`config.mk`:
```
export PLATFORM = sky130hd
export DESIGN_NAME = asrp_port
export DESIGN_NICKNAME = d
export VERILOG_FILES = /design/src/verilog/asrp_port.v
export VERILOG_INCLUDE_DIRS = /design/src /design/src/verilog
export SDC_FILE = /design/constraint.sdc
export NUM_CORES = 1
export LEC_CHECK = 0
export BUFFER_PORTS_ARGS = -buffer_cell sky130_fd_sc_hd__buf_2
export CORE_ASPECT_RATIO = 1.4
export CORE_UTILIZATION = 35
export CTS_CLUSTER_DIAMETER = 40
export DETAILED_ROUTE_END_ITERATION = 16
export GPL_TIMING_DRIVEN = 0
export MAX_ROUTING_LAYER = met4
export PLACE_DENSITY_LB_ADDON = 0.15
export SLEW_MARGIN = 20
export SYNTH_ARGS = -nofsm -noshare
export SYNTH_HDL_FRONTEND = slang
export SYNTH_SLANG_ARGS = --single-unit
```
`constraint.sdc`:
```
create_clock -name REF_CLK_I -period 2 [get_ports REF_CLK_I]
set_clock_uncertainty 0.15 [all_clocks]
set_input_delay 0 -clock REF_CLK_I [delete_from_list [all_inputs] [get_ports REF_CLK_I]]
set_output_delay 0 -clock REF_CLK_I [all_outputs]
set_load 0.01 [all_outputs]
```
`src/verilog/asrp_defs.vh`:
```
// asrp_defs.vh: constants for the converter serial readout port
// assumes inclusion by the readout port module only; definitions only
`ifndef ASRP_DEFS_VH
`define ASRP_DEFS_VH
`define ASRP_CLK_MHZ        100
`define ASRP_FRAME_BITS     5'h18
`define ASRP_CNT_W          5
`define ASRP_TEST_DELAY_NS  23000
// 23000 ns at 100 MHz, sized to the delay counter so no bits are dropped
`define ASRP_TEST_DELAY_CYC 16'h08FC
`define ASRP_EXT_DELAY_X10  36
`define ASRP_HALF_SCK_CYC   16'h001A
`define ASRP_DLY_W          16
`define ASRP_ST_CONV        3'h0
`define ASRP_ST_SLEEP       3'h1
`define ASRP_ST_TEST        3'h2
`define ASRP_ST_OUT         3'h3
`define ASRP_ST_DONE        3'h4
`endif

```
`src/verilog/asrp_port.v`:
```
// asrp_port.v: serial result readout and conversion status port of a delta-sigma converter
// assumes a conversion core that pulses a done strobe with a 24-bit frame, and external pad logic
// that resolves the clock and data pins from the output enables (enable low means driving)
`timescale 1ns/100ps
`include "asrp_defs.vh"

module asrp_port #(
    parameter [15:0] EXT_OSC_PERIOD_CYC = 16'h0064  // one external_osc_frequency period in clocks
) (
    // clock, reset, enable
    input  wire        REF_CLK_I,
    input  wire        RST_N_I,
    input  wire        CLK_EN_I,
    // power-on and oscillator selection
    input  wire        POR_DONE_I,
    input  wire        RATE_SELECT_EXT_I,
    // conversion core
    input  wire        CONV_DONE_I,
    input  wire [23:0] CONV_DATA_I,
    output reg         CONV_START_O,
    // pins
    input  wire        CS_N_I,
    input  wire        SCK_I,
    output reg         SCK_O,
    output reg         SCK_OE_N_O,
    output reg         SCK_PULLUP_O,
    output reg         SDO_O,
    output reg         SDO_OE_N_O
);

    // pin synchronisers; first stages feed only second stages
    reg cs_m, cs_s, cs_d, sck_m, sck_s, sck_d;
    always @(posedge REF_CLK_I or negedge RST_N_I) begin
        if (!RST_N_I) begin
            cs_m  <= 1'b1;
            cs_s  <= 1'b1;
            cs_d  <= 1'b1;
            sck_m <= 1'b1;
            sck_s <= 1'b1;
            sck_d <= 1'b1;
        end else if (CLK_EN_I) begin
            cs_m  <= CS_N_I;
            cs_s  <= cs_m;
            cs_d  <= cs_s;
            sck_m <= SCK_I;
            sck_s <= sck_m;
            sck_d <= sck_s;
        end
    end

    wire cs_fall  = cs_d & ~cs_s;
    wire cs_rise  = ~cs_d & cs_s;
    wire sck_fall = sck_d & ~sck_s;
    wire sck_rise = ~sck_d & sck_s;

    // test delay in clocks: internal oscillator or 3.6 external periods rounded up
    wire [15:0] ext_dly = (EXT_OSC_PERIOD_CYC * 16'd`ASRP_EXT_DELAY_X10 + 16'd9) / 16'd10;
    wire [15:0] test_dly = RATE_SELECT_EXT_I ? ext_dly : `ASRP_TEST_DELAY_CYC;

    reg  [2:0]  state;
    reg         int_mode;
    reg         por_seen;
    reg         drv_low;     // we drove the clock low when chip select rose
    reg  [23:0] shreg;
    reg  [4:0]  bitcnt;
    reg  [15:0] dly;
    reg         eoc_n;

    // main sequencer
    always @(posedge REF_CLK_I or negedge RST_N_I) begin
        if (!RST_N_I) begin
            state        <= `ASRP_ST_CONV;
            int_mode     <= 1'b1;
            por_seen     <= 1'b0;
            drv_low      <= 1'b0;
            shreg        <= 24'h00_0000;
            bitcnt       <= 5'h00;
            dly          <= 16'h0000;
            eoc_n        <= 1'b1;
            CONV_START_O <= 1'b0;
            SCK_O        <= 1'b1;
            SCK_OE_N_O   <= 1'b1;
            SCK_PULLUP_O <= 1'b1;
            SDO_O        <= 1'b1;
            SDO_OE_N_O   <= 1'b1;
        end else if (CLK_EN_I) begin
            CONV_START_O <= 1'b0;
            // mode latch at release of power-on reset, caught by a clocked process
            if (POR_DONE_I && !por_seen) begin
                por_seen <= 1'b1;
                int_mode <= sck_s;
            end
            // pull-up: on at chip select fall, off whenever pin low
            if (!sck_s)
                SCK_PULLUP_O <= 1'b0;
            else if (cs_fall)
                SCK_PULLUP_O <= 1'b1;
            // mode chosen from pin level at chip select fall
            if (cs_fall)
                int_mode <= sck_s;
            // data out driven only while chip select low
            SDO_OE_N_O <= cs_s;
            case (state)
            `ASRP_ST_CONV: begin
                eoc_n <= 1'b1;
                SDO_O <= 1'b1;
                if (CONV_DONE_I) begin
                    shreg <= CONV_DATA_I;
                    eoc_n <= 1'b0;
                    SDO_O <= 1'b0;
                    state <= `ASRP_ST_SLEEP;
                end
            end
            `ASRP_ST_SLEEP: begin
                SDO_O <= 1'b0;
                bitcnt <= 5'h00;
                if (int_mode && !cs_s) begin
                    state <= `ASRP_ST_TEST;
                    dly   <= test_dly;
                end else if (!int_mode && !cs_s && sck_rise) begin
                    state  <= `ASRP_ST_OUT;
                    bitcnt <= 5'h01;
                end
            end
            `ASRP_ST_TEST: begin
                SCK_O      <= 1'b0;
                SCK_OE_N_O <= 1'b0;
                if (cs_s) begin
                    state      <= `ASRP_ST_SLEEP;
                    SCK_OE_N_O <= 1'b1;
                    drv_low    <= 1'b1;
                end else if (dly <= 16'h0001) begin
                    SCK_O  <= 1'b1;
                    state  <= `ASRP_ST_OUT;
                    bitcnt <= 5'h01;
                    dly    <= `ASRP_HALF_SCK_CYC;
                end else
                    dly <= dly - 16'h0001;
            end
            `ASRP_ST_OUT: begin
                if (cs_rise) begin
                    state        <= `ASRP_ST_CONV;
                    CONV_START_O <= 1'b1;
                    SCK_OE_N_O   <= 1'b1;
                    drv_low      <= ~SCK_O;
                end else if (!int_mode) begin
                    if (sck_fall) begin
                        if (bitcnt == `ASRP_FRAME_BITS) begin
                            SDO_O        <= 1'b1;
                            state        <= `ASRP_ST_DONE;
                            CONV_START_O <= 1'b1;
                        end else begin
                            SDO_O <= shreg[23];
                            shreg <= {shreg[22:0], 1'b0};
                        end
                    end else if (sck_rise)
                        bitcnt <= bitcnt + 5'h01;
                end else if (dly <= 16'h0001) begin
                    dly <= `ASRP_HALF_SCK_CYC;
                    // the frame ends with the clock still high, so no 25th rising edge reaches the host
                    if (SCK_O && bitcnt == `ASRP_FRAME_BITS) begin
                        state        <= `ASRP_ST_CONV;
                        SDO_O        <= 1'b1;
                        SCK_OE_N_O   <= 1'b1;
                        CONV_START_O <= 1'b1;
                    end else if (SCK_O) begin
                        SCK_O <= 1'b0;
                        SDO_O <= shreg[23];
                        shreg <= {shreg[22:0], 1'b0};
                    end else begin
                        SCK_O  <= 1'b1;
                        bitcnt <= bitcnt + 5'h01;
                    end
                end else
                    dly <= dly - 16'h0001;
            end
            `ASRP_ST_DONE:
                state <= `ASRP_ST_CONV;
            default:
                state <= `ASRP_ST_CONV;
            endcase
        end
    end

endmodule // asrp_port
```
==> results of run 1 <==
area by class of cell:
class / count / share of cell area
plain buffers: 18 / 0.0343
clock buffers: 9 / 0.0428
clock inverters: 7 / 0.0145
inverters: 14 / 0.0100
multi-input cells: 267 / 0.406
flip-flops and latches: 61 / 0.294
well taps: 107 / 0.0255
repair buffers: 108 / 0.174
cell families after synthesis:
| family | after synthesis | synth area share |
|---|---|---|
| compound gates | 124 | 0.240 |
| simple gates | 111 | 0.159 |
| flops | 61 | 0.459 |
| mux | 28 | 0.0861 |
| fa+ha+maj | 4 | 0.0149 |
| buf+inv | 33 | 0.0410 |
cells in the mapped netlist (all sizes together), types with 5 or more instances:
| master | count |
|---|---|
| inv | 14 |
| o41ai | 5 |
| nor2 | 17 |
| dfstp | 11 |
| dfrtp | 50 |
| o21ai | 57 |
| mux2i | 24 |
| nor2b | 7 |
| a31oi | 6 |
| buf | 11 |
| a21oi | 21 |
| nor3 | 11 |
| nand3 | 8 |
| nand2 | 52 |
| clkbuf | 8 |
flip-flops by register name (all words and copies together), names as in the netlist:
signal,flops
shreg,24
dly,16
bitcnt,5
state,3
CONV_START_O,1
SCK_O,1
SCK_OE_N_O,1
SCK_PULLUP_O,1
SDO_O,1
SDO_OE_N_O,1
cs_m,1
cs_s,1
int_mode,1
por_seen,1
sck_d,1
sck_m,1
sck_s,1
critical path: cells and delay by family (launching register included):
kind,cells,cell delay (ps)
and+or+nand+nor,3,580
AOI/OAI and AO/OA,2,420
adders and majority gates,1,140
buffers and inverters,1,100
DFF,1,390
muxes,1,310
metal layers:
layer	routed length (um)	global-route usage	up-vias
li1	-	-	1562
met1	3860	0.218	1552
met2	5170	0.365	81
met3	339	0.0477	30
met4	365	0.120	0
met5	0	-	-
power breakdown:
part	switching [uW]	internal, uW	leakage, uW
logic	1920	1820	0.00141
clock network	591	966	0.000142
registers	445	1690	0.000734
total	2950	4480	0.00228
worst max path at each step:
stage               startpoint   endpoint  depth (start not counted)
global placement      int_mode     dly[2]                          7
finish               bitcnt[0]   state[0]                          8
floorplan              dly[10]  bitcnt[1]                          6
detailed placement      dly[8]  bitcnt[1]                          7
global route           dly[11]   state[0]                          6
CTS                    dly[10]  bitcnt[3]                          7
through the flow:
stage               setup TNS [ps]  hold WS, ps
global route                 -7640         36.5
global placement            -14560         68.5
CTS                          -4580         30.9
floorplan                     -131         -446
finish                       -4090         32.1
detailed placement          -14710         -239
repair_timing:
| action | CTS | global route |
|---|---|---|
| setup endpoints to repair | 50 | 51 |
| cloned | 4 | 0 |
| buffers inserted | 20 | 17 |
| pin swaps | 32 | 35 |
| hold endpoints to repair | 94 | 0 |
| gates resized for setup | 80 | 97 |
| hold buffers | 31 | 0 |
==> run_results.csv, run 1 <==
group,metric,value,unit
floorplanning,top_ports,38,
timing,hold_violations,0,
detailed_routing,drt_first_pass_iters,4,
worst_setup_path,setup.worst_path.start_class,"register",
grt,grt_remaining_overflow,0,
grt,grt_antenna_before_repair,0,
placement,buffer_ports.inserted,36,
synthesis,synth_warnings,0,
final_layout,multi_input_area,2130,um2
timing,finalSetupViolations,42,
final_layout,layout_commonest_cell,"sky130_fd_sc_hd__dfrtp_1",
final_layout,post_route_cells_drive_above_1_share,0.455,
clocking,clk_pin_slew_worst_paths,60,ps
synthesis,synth_area_per_cell,9.30,um2
synthesis,ys_seq_area_frac,0.459,
pwr,power.static_leakage,0.00228,uW
timing,grt_setup_unrepaired,"true",
grt,first_global_vias,3400,
pwr,power_density,1410,nW/um2
floorplanning,floorplan_die_area,9990,um2
final_layout,num_antenna_cells,0,
timing,worst_slew_margin_rel,0.412,
final_layout,final_nets,515,
final_layout,post-route-cell-area,5260,um2
placement,finalWeightedCongestion,0.854,
worst_setup_path,regToRegEndpoint,"state[0]",
worst_setup_path,rr_startpoint,"bitcnt[0]",
worst_setup_path,crit_path_max_incr_delay,390,ps
synthesis,synth.lib_cells_used.distinct,59,
worst_setup_path,timing.critical_path.cells,"inv_2 > ha_4 > and4b_2 > nand2_4 > nor3_4 > o41ai_4 > a221o_1 > mux2_4",
worst_setup_path,slowest_stage,"sky130_fd_sc_hd__dfrtp_1",
clocking,htree_levels,3,
final_layout,final_cell_count_no_fill,591,
pwr,ir_drop,0.764,mV
worst_setup_path,crit_path_end_kind,"register",
timing,finalWorstSetupSlack,-199,ps
grt,grt_max_degree,43,
final_layout,commonest_cells_after_routing_fill_and_taps_aside,"sky130_fd_sc_hd__dfrtp_1, sky130_fd_sc_hd__buf_2, sky130_fd_sc_hd__dlygate4sd3_1",
timing,finalCriticalPeriod,2200,ps
floorplanning,die_height,118,um
floorplanning,die_w,84.8,um
grt,grt_pass1_wl,16.0,mm
floorplanning,initial_core_util,0.365,
worst_hold_path,worst_hold_path_type,"input pin to asynchronous set/reset pin",
clocking,clock_tree.root_cell,"sky130_fd_sc_hd__clkbuf_16",
clocking,clock_tree.buffer_depth,2,
placement,dpl.hpwl,6.16,mm
timing,worstMarginPinSlew,880,ps
synthesis,post_synth_instance_area,3360,um2
timing,layout_worst_path_cycle_share,1.10,
synthesis,yosys.area.top_type,"sky130_fd_sc_hd__dfrtp_1",
placement,placed_cell_area,3710,um2
synthesis,edff_count_synth,0,
pwr,p_total,7430,uW
floorplanning,fp.coreArea,9180,um2
run_status,failed_checks,"setup timing",
floorplanning,placement_rows,41,
worst_setup_path,arrival,2270,ps
final_layout,filler_cell_count,760,
detailed_routing,drtAntennaViolNets,0,
synthesis,synth_top_area_frac,0.373,
placement,dp.cells,505,
timing,finalMaxSlewViolations,0,
detailed_routing,drt_wl_total,9.73,mm
synthesis,postSynthNetCount,397,
final_layout,area_delta_synth_final,56.6,%
synthesis,synthesized_netlist_cell_count,361,
detailed_routing,vias,3225,
worst_setup_path,r2r_slack,-200,ps
placement,dpl_worst_slack,-448,ps
synthesis,yosys_register_bits,61,
clocking,sink_count,61,
detailed_routing,drcViolationCount,0,
timing,fmaxAchievable,455,MHz
worst_setup_path,worstSetupPathType,"register to register",
detailed_routing,first_iter_violations,134,
clocking,num_cts_buffers,9,
run_status,status,"finished with violations",
final_layout,area_taken_by_flip_flops_and_latches,1540,um2
clocking,cts_tree,"built",
synthesis,yosys-top-cells-area,"sky130_fd_sc_hd__dfrtp_1, sky130_fd_sc_hd__dfstp_2, sky130_fd_sc_hd__mux2i_1",
grt,grt_usage,0.211,
final_layout,finish.utilization,0.572,
worst_setup_path,reg2reg_depth,8,
detailed_routing,post_drt_wl_per_cell,16.5,um
job,max_cap_violations,0,
worst_setup_path,timing.critical_path.fanout_max,3,
worst_setup_path,required,2070,ps
synthesis,most_used_dff_post_synth,"sky130_fd_sc_hd__dfrtp_1",
synthesis,async_reset_ff_frac,1.00,
clocking,insertion_delay,340,ps
detailed_routing,routed_via_density,5.46,
Power figures use the tool's default switching activity.
==> run 2, diff against run 1 <==
==> constraint.sdc (replaced) <==
create_clock -name REF_CLK_I -period 2.1 [get_ports REF_CLK_I]
set_clock_uncertainty 0.15 [all_clocks]
set_input_delay 0 -clock REF_CLK_I [delete_from_list [all_inputs] [get_ports REF_CLK_I]]
set_output_delay 0 -clock REF_CLK_I [all_outputs]
set_load 0.01 [all_outputs]
==> run_results.csv, run 2 (synthesized netlist as in run 1, its figures left out) <==
group,metric,value,unit
detailed_routing,first_iter_violations,133,
final_layout,largest-register,"shreg",
run_status,failed_checks,"hold timing, setup timing",
pwr,ir_drop,0.579,mV
floorplanning,initial_core_util,0.365,
clocking,num_cts_buffers,9,
final_layout,layout_commonest_cell,"sky130_fd_sc_hd__nand2_1",
detailed_routing,drcViolationCount,0,
detailed_routing,routed_via_density,5.41,
detailed_routing,post_drt_wl_per_cell,15.7,um
timing,grt_setup_unrepaired,"true",
grt,grt_remaining_overflow,0,
final_layout,post_route_cells_drive_above_1_share,0.309,
final_layout,post-route-cell-area,4700,um2
final_layout,final_cell_count_no_fill,570,
final_layout,max_ffs_per_register,24,
clocking,clk_pin_slew_worst_paths,60,ps
detailed_routing,drtAntennaViolNets,0,
timing,worstMarginPinSlew,610,ps
pwr,power.static_leakage,0.00206,uW
grt,grt_max_degree,33,
floorplanning,fp.coreArea,9180,um2
clocking,sink_count,61,
floorplanning,placement_rows,41,
clocking,insertion_delay,330,ps
run_status,status,"finished with violations",
detailed_routing,vias,3084,
job,max_cap_violations,0,
timing,hold-worst-slack,-7.09,ps
timing,worst_slew_margin_rel,0.593,
timing,finalSetupViolations,6,
floorplanning,die_w,84.8,um
worst_setup_path,worstSetupPathType,"register to register",
worst_setup_path,worst_setup_path_endpoint,"state[0]",
detailed_routing,drt_wl_total,8.94,mm
final_layout,final_nets,494,
clocking,cts_tree,"built",
worst_setup_path,setup.worst_path.start_class,"register",
worst_hold_path,worst_hold_path_type,"input pin to asynchronous set/reset pin",
floorplanning,top_ports,38,
final_layout,area_delta_synth_final,40.0,%
placement,buffer_ports.inserted,36,
worst_setup_path,critical_path.startpoint,"cs_s",
worst_setup_path,rr_startpoint,"cs_s",
worst_setup_path,regToRegEndpoint,"state[0]",
pwr,power_density,1340,nW/um2
worst_setup_path,reg2reg_depth,6,
placement,dpl.hpwl,6.19,mm
worst_setup_path,timing.critical_path.fanout_max,9,
timing,layout_worst_path_cycle_share,1.06,
clocking,clock_tree.root_cell,"sky130_fd_sc_hd__clkbuf_16",
grt,grt_antenna_before_repair,0,
placement,placed_cell_area,3700,um2
grt,first_global_vias,3170,
clocking,htree_levels,3,
timing,finalMaxSlewViolations,0,
final_layout,reg_top3,"shreg x24, dly x16, bitcnt x5",
timing,fmaxAchievable,450,MHz
timing,finalCriticalPeriod,2220,ps
worst_setup_path,arrival,2290,ps
placement,finalWeightedCongestion,0.863,
worst_setup_path,crit_path_end_kind,"register",
worst_setup_path,required,2160,ps
grt,grt_usage,0.195,
final_layout,num_antenna_cells,0,
grt,grt_pass1_wl,14.9,mm
final_layout,commonest_cells_after_routing_fill_and_taps_aside,"sky130_fd_sc_hd__nand2_1, sky130_fd_sc_hd__dfrtp_1, sky130_fd_sc_hd__buf_2",
floorplanning,die_height,118,um
clocking,clock_tree.buffer_depth,2,
placement,dp.cells,505,
floorplanning,floorplan_die_area,9990,um2
worst_setup_path,r2r_slack,-120,ps
timing,finalWorstSetupSlack,-123,ps
detailed_routing,drt_first_pass_iters,4,
timing,hold_violations,6,
## run 2: changes by cell type in the layout (fill, tap and decap cells not counted), sizes merged
cell	change
buf	-17
bufinv	+1
clkbuf	-3
clkinv	+1
clkinvlp	-1
dlygate4sd3	-1
inv	-1
## run 2: stage by stage
stage | power [uW] | util | setup TNS [ps] | setup slack, ps
detailed placement | 4150 | 0.403 | -10270 | -345
finish | 6310 | 0.512 | -240 | -123
global placement | 4100 | 0.400 | -9830 | -356
floorplan | 3530 | - | 0 | 23.3
CTS | 6150 | 0.498 | -1040 | -123
global route | 6730 | 0.512 | -2700 | -171
## run 2: power by group
group,internal [uW],switching (uW)
Sequential,1610,312
Clock,1040,570
Combinational,1250,1530
## run 2: critical path, stage by stage, from the launching register on
cell	delay, ps
sky130_fd_sc_hd__dfstp_2	630
sky130_fd_sc_hd__inv_1	160
sky130_fd_sc_hd__o211a_1	160
sky130_fd_sc_hd__o41a_1	360
sky130_fd_sc_hd__o41ai_2	80
sky130_fd_sc_hd__a221o_1	240
sky130_fd_sc_hd__mux2_4	320
## run 2: final cells by class
| class | instances | area, um2 |
|---|---|---|
| inverter | 14 | 56.3 |
| sequential | 61 | 1540 |
| clock inverter | 7 | 100 |
| buffer | 17 | 126 |
| clock buffer | 9 | 225 |
| timing repair buffer | 88 | 672 |
| multi-input combinational | 267 | 1840 |
| tap | 107 | 134 |
| fill | 841 | 4480 |
## run 2: timing repair
| item | 4_1_cts | 5_1_grt |
|---|---|---|
| endpoints found under the hold margin | 85 | 0 |
| setup endpoints to repair | 49 | 48 |
| gates cloned | 0 | 1 |
| buffers inserted | 17 | 3 |
| gates resized for setup | 40 | 31 |
| hold buffers | 30 | 0 |
| pin swaps | 14 | 11 |
## run 2: worst min path at each step
stage,cells after the start,slack (ps),endpoint,from
floorplan,0,-450,CONV_START_O,RST_N_I
global placement,2,70,por_seen,POR_DONE_I
detailed placement,1,-180,dly[9],RST_N_I
CTS,2,7,dly[10],RST_N_I
global route,2,30,dly[9],RST_N_I
finish,2,-7,dly[10],RST_N_I
## run 2: layer usage
metal / track usage / share of wire / up-vias
met5: - / 0 / -
met3: 0.0414 / 0.035 / 19
li1: - / - / 1524
met2: 0.328 / 0.52 / 63
met4: 0.102 / 0.029 / 0
met1: 0.214 / 0.42 / 1478
==> run 3, diff against run 2 <==
--- a/config.mk
+++ b/config.mk
@@ -12,6 +12,7 @@
 export CTS_CLUSTER_DIAMETER = 40
 export DETAILED_ROUTE_END_ITERATION = 16
 export GPL_TIMING_DRIVEN = 0
+export HOLD_SLACK_MARGIN = 0.02
 export MAX_ROUTING_LAYER = met4
 export PLACE_DENSITY_LB_ADDON = 0.15
 export SLEW_MARGIN = 20
==> run_results.csv, run 3 (synthesized netlist as in run 1, its figures left out) <==
group,metric,value,unit
run_status,status,"finished with violations",
run_status,failed_checks,"setup timing",
final_layout,reg_top3,"shreg x24, dly x16, bitcnt x5",
pwr,intPower,3900,uW
timing,hold_violations,0,
clocking,sink_count,61,
pwr,power_density,1340,nW/um2
clocking,num_cts_buffers,9,
grt,grt_remaining_overflow,0,
timing,finalSetupViolations,7,
floorplanning,floorplan_die_area,9990,um2
worst_setup_path,worstSetupPathType,"register to register",
worst_hold_path,worst_hold_path_type,"input pin to register",
floorplanning,placement_rows,41,
pwr,p_total,6320,uW
worst_setup_path,regToRegEndpoint,"state[0]",
worst_setup_path,r2r_slack,-120,ps
placement,dpl.hpwl,6.19,mm
placement,finalWeightedCongestion,0.863,
worst_setup_path,setup.worst_path.start_class,"register",
placement,placed_cell_area,3700,um2
floorplanning,initial_core_util,0.365,
pwr,power.static_leakage,0.00207,uW
worst_setup_path,crit_path_max_incr_delay,390,ps
floorplanning,die_height,118,um
worst_setup_path,reg2reg_depth,8,
clocking,clk_pin_slew_worst_paths,60,ps
pwr,clkPwrFrac,0.255,
pwr,switching_share,0.382,
pwr,ir_drop,0.579,mV
worst_setup_path,rr_startpoint,"bitcnt[0]",
clocking,cts_tree,"built",
worst_setup_path,worstSetupPathDepth,8,
placement,buffer_ports.inserted,36,
timing,fmaxAchievable,450,MHz
detailed_routing,drt_wl_total,9.03,mm
job,max_cap_violations,0,
final_layout,post-route-cell-area,4730,um2
timing,fin_tns_setup,-251,ps
floorplanning,fp.coreArea,9180,um2
clocking,clock_tree.buffer_depth,2,
worst_setup_path,critical_path.startpoint,"bitcnt[0]",
clocking,insertion_delay,330,ps
worst_hold_path,hp-start,"CLK_EN_I",
worst_setup_path,worst_path_dominant_cell_family,"simple AND/OR/NAND/NOR gates",
final_layout,final_nets,496,
final_layout,num_antenna_cells,0,
pwr,power_switching,2410,uW
worst_setup_path,slowest_stage,"sky130_fd_sc_hd__dfrtp_1",
worst_hold_path,min_delay_worst_endpoint,"int_mode",
grt,grt_antenna_before_repair,0,
pwr,power_frac_comb,0.441,
clocking,htree_levels,3,
timing,grt_setup_unrepaired,"true",
worst_hold_path,min_path_cells,3,
timing,layout_worst_path_cycle_share,1.06,
detailed_routing,first_iter_violations,178,
final_layout,layout_commonest_cell,"sky130_fd_sc_hd__nand2_1",
floorplanning,top_ports,38,
timing,finalMaxSlewViolations,0,
detailed_routing,routed_via_density,5.42,
worst_setup_path,required,2160,ps
timing,hold-worst-slack,12.1,ps
timing,finalWorstSetupSlack,-123,ps
pwr,power.sequential.fraction,0.304,
final_layout,post_route_cells_drive_above_1_share,0.310,
detailed_routing,post_drt_wl_per_cell,15.8,um
worst_setup_path,cp.buffers_inverters,1,
grt,first_global_vias,3197,
timing,worstMarginPinSlew,609,ps
clocking,clock_tree.root_cell,"sky130_fd_sc_hd__clkbuf_16",
final_layout,commonest_cells_after_routing_fill_and_taps_aside,"sky130_fd_sc_hd__nand2_1, sky130_fd_sc_hd__dfrtp_1, sky130_fd_sc_hd__buf_2",
final_layout,multi_input_area,1840,um2
detailed_routing,drtAntennaViolNets,0,
final_layout,max_ffs_per_register,24,
grt,grt_usage,0.197,
worst_setup_path,crit_path_end_kind,"register",
worst_setup_path,timing.critical_path.fanout_max,3,
grt,grt_pass1_wl,15.0,mm
timing,worst_slew_margin_rel,0.594,
final_layout,area_delta_synth_final,40.9,%
worst_setup_path,arrival,2280,ps
floorplanning,die_w,84.8,um
timing,finalCriticalPeriod,2220,ps
final_layout,largest-register,"shreg",
detailed_routing,drt_first_pass_iters,4,
detailed_routing,vias,3102,
grt,grt_max_degree,33,
final_layout,area_taken_by_flip_flops_and_latches,1540,um2
final_layout,filler_cell_count,839,
worst_setup_path,timing.critical_path.cells,"inv_2 > ha_1 > and4b_2 > nand2_2 > nor3_4 > o41ai_2 > a221o_1 > mux2_4",
detailed_routing,drcViolationCount,0,
final_layout,finish.utilization,0.515,
## run 3: per-layer routing
metal	up-vias	wire, um	global-route usage	part of all wire
li1	1530	-	-	-
met1	1487	3720	0.217	0.41
met2	66	4710	0.333	0.52
met3	19	326	0.0414	0.036
met4	0	272	0.102	0.030
met5	-	0	-	0
## run 3: worst max-delay path by stage
stage | to | slack [ps]
after floorplan | state[0] | 20
after global placement | dly[2] | -360
after detailed placement | dly[2] | -350
after CTS | dly[13] | -120
after global routing | dly[14] | -170
final | state[0] | -120
## run 3: layout make-up
class | count | area share
multi-input cells | 267 | 0.389
clock buffers | 9 | 0.0476
plain buffers | 17 | 0.0267
inverters | 14 | 0.0119
flip-flops and latches | 61 | 0.327
repair buffers | 90 | 0.148
clock inverters | 7 | 0.0212
well taps | 107 | 0.0283
## run 3: power groups by stage
stage	combinational (uW)	sequential [uW]	clock [uW]
after CTS	2590	1910	1650
final	2780	1920	1610
after global placement	2210	1890	0
after global routing	3060	1980	1700
after floorplan	1690	1840	0
after detailed placement	2240	1900	0
## run 3: worst min-delay path, stage by stage
cell,delay [ps]
sky130_fd_sc_hd__clkbuf_1,210
sky130_fd_sc_hd__o21ai_0,180
sky130_fd_sc_hd__o21ai_0,90
## run 3: stage by stage
stage / setup slack (ps) / cells
after floorplan: 23.3 / 361
after global placement: -356 / 504
after detailed placement: -345 / 505
after CTS: -123 / 568
after global routing: -171 / 572
final: -123 / 572
## run 3: repair_timing
item / in CTS / in global routing
resized for setup: 40 / 31
gates cloned: 0 / 1
endpoints found under the hold margin: 85 / 0
setup buffers: 17 / 3
pin swaps: 14 / 11
hold buffers: 32 / 0
setup endpoints to repair: 49 / 48
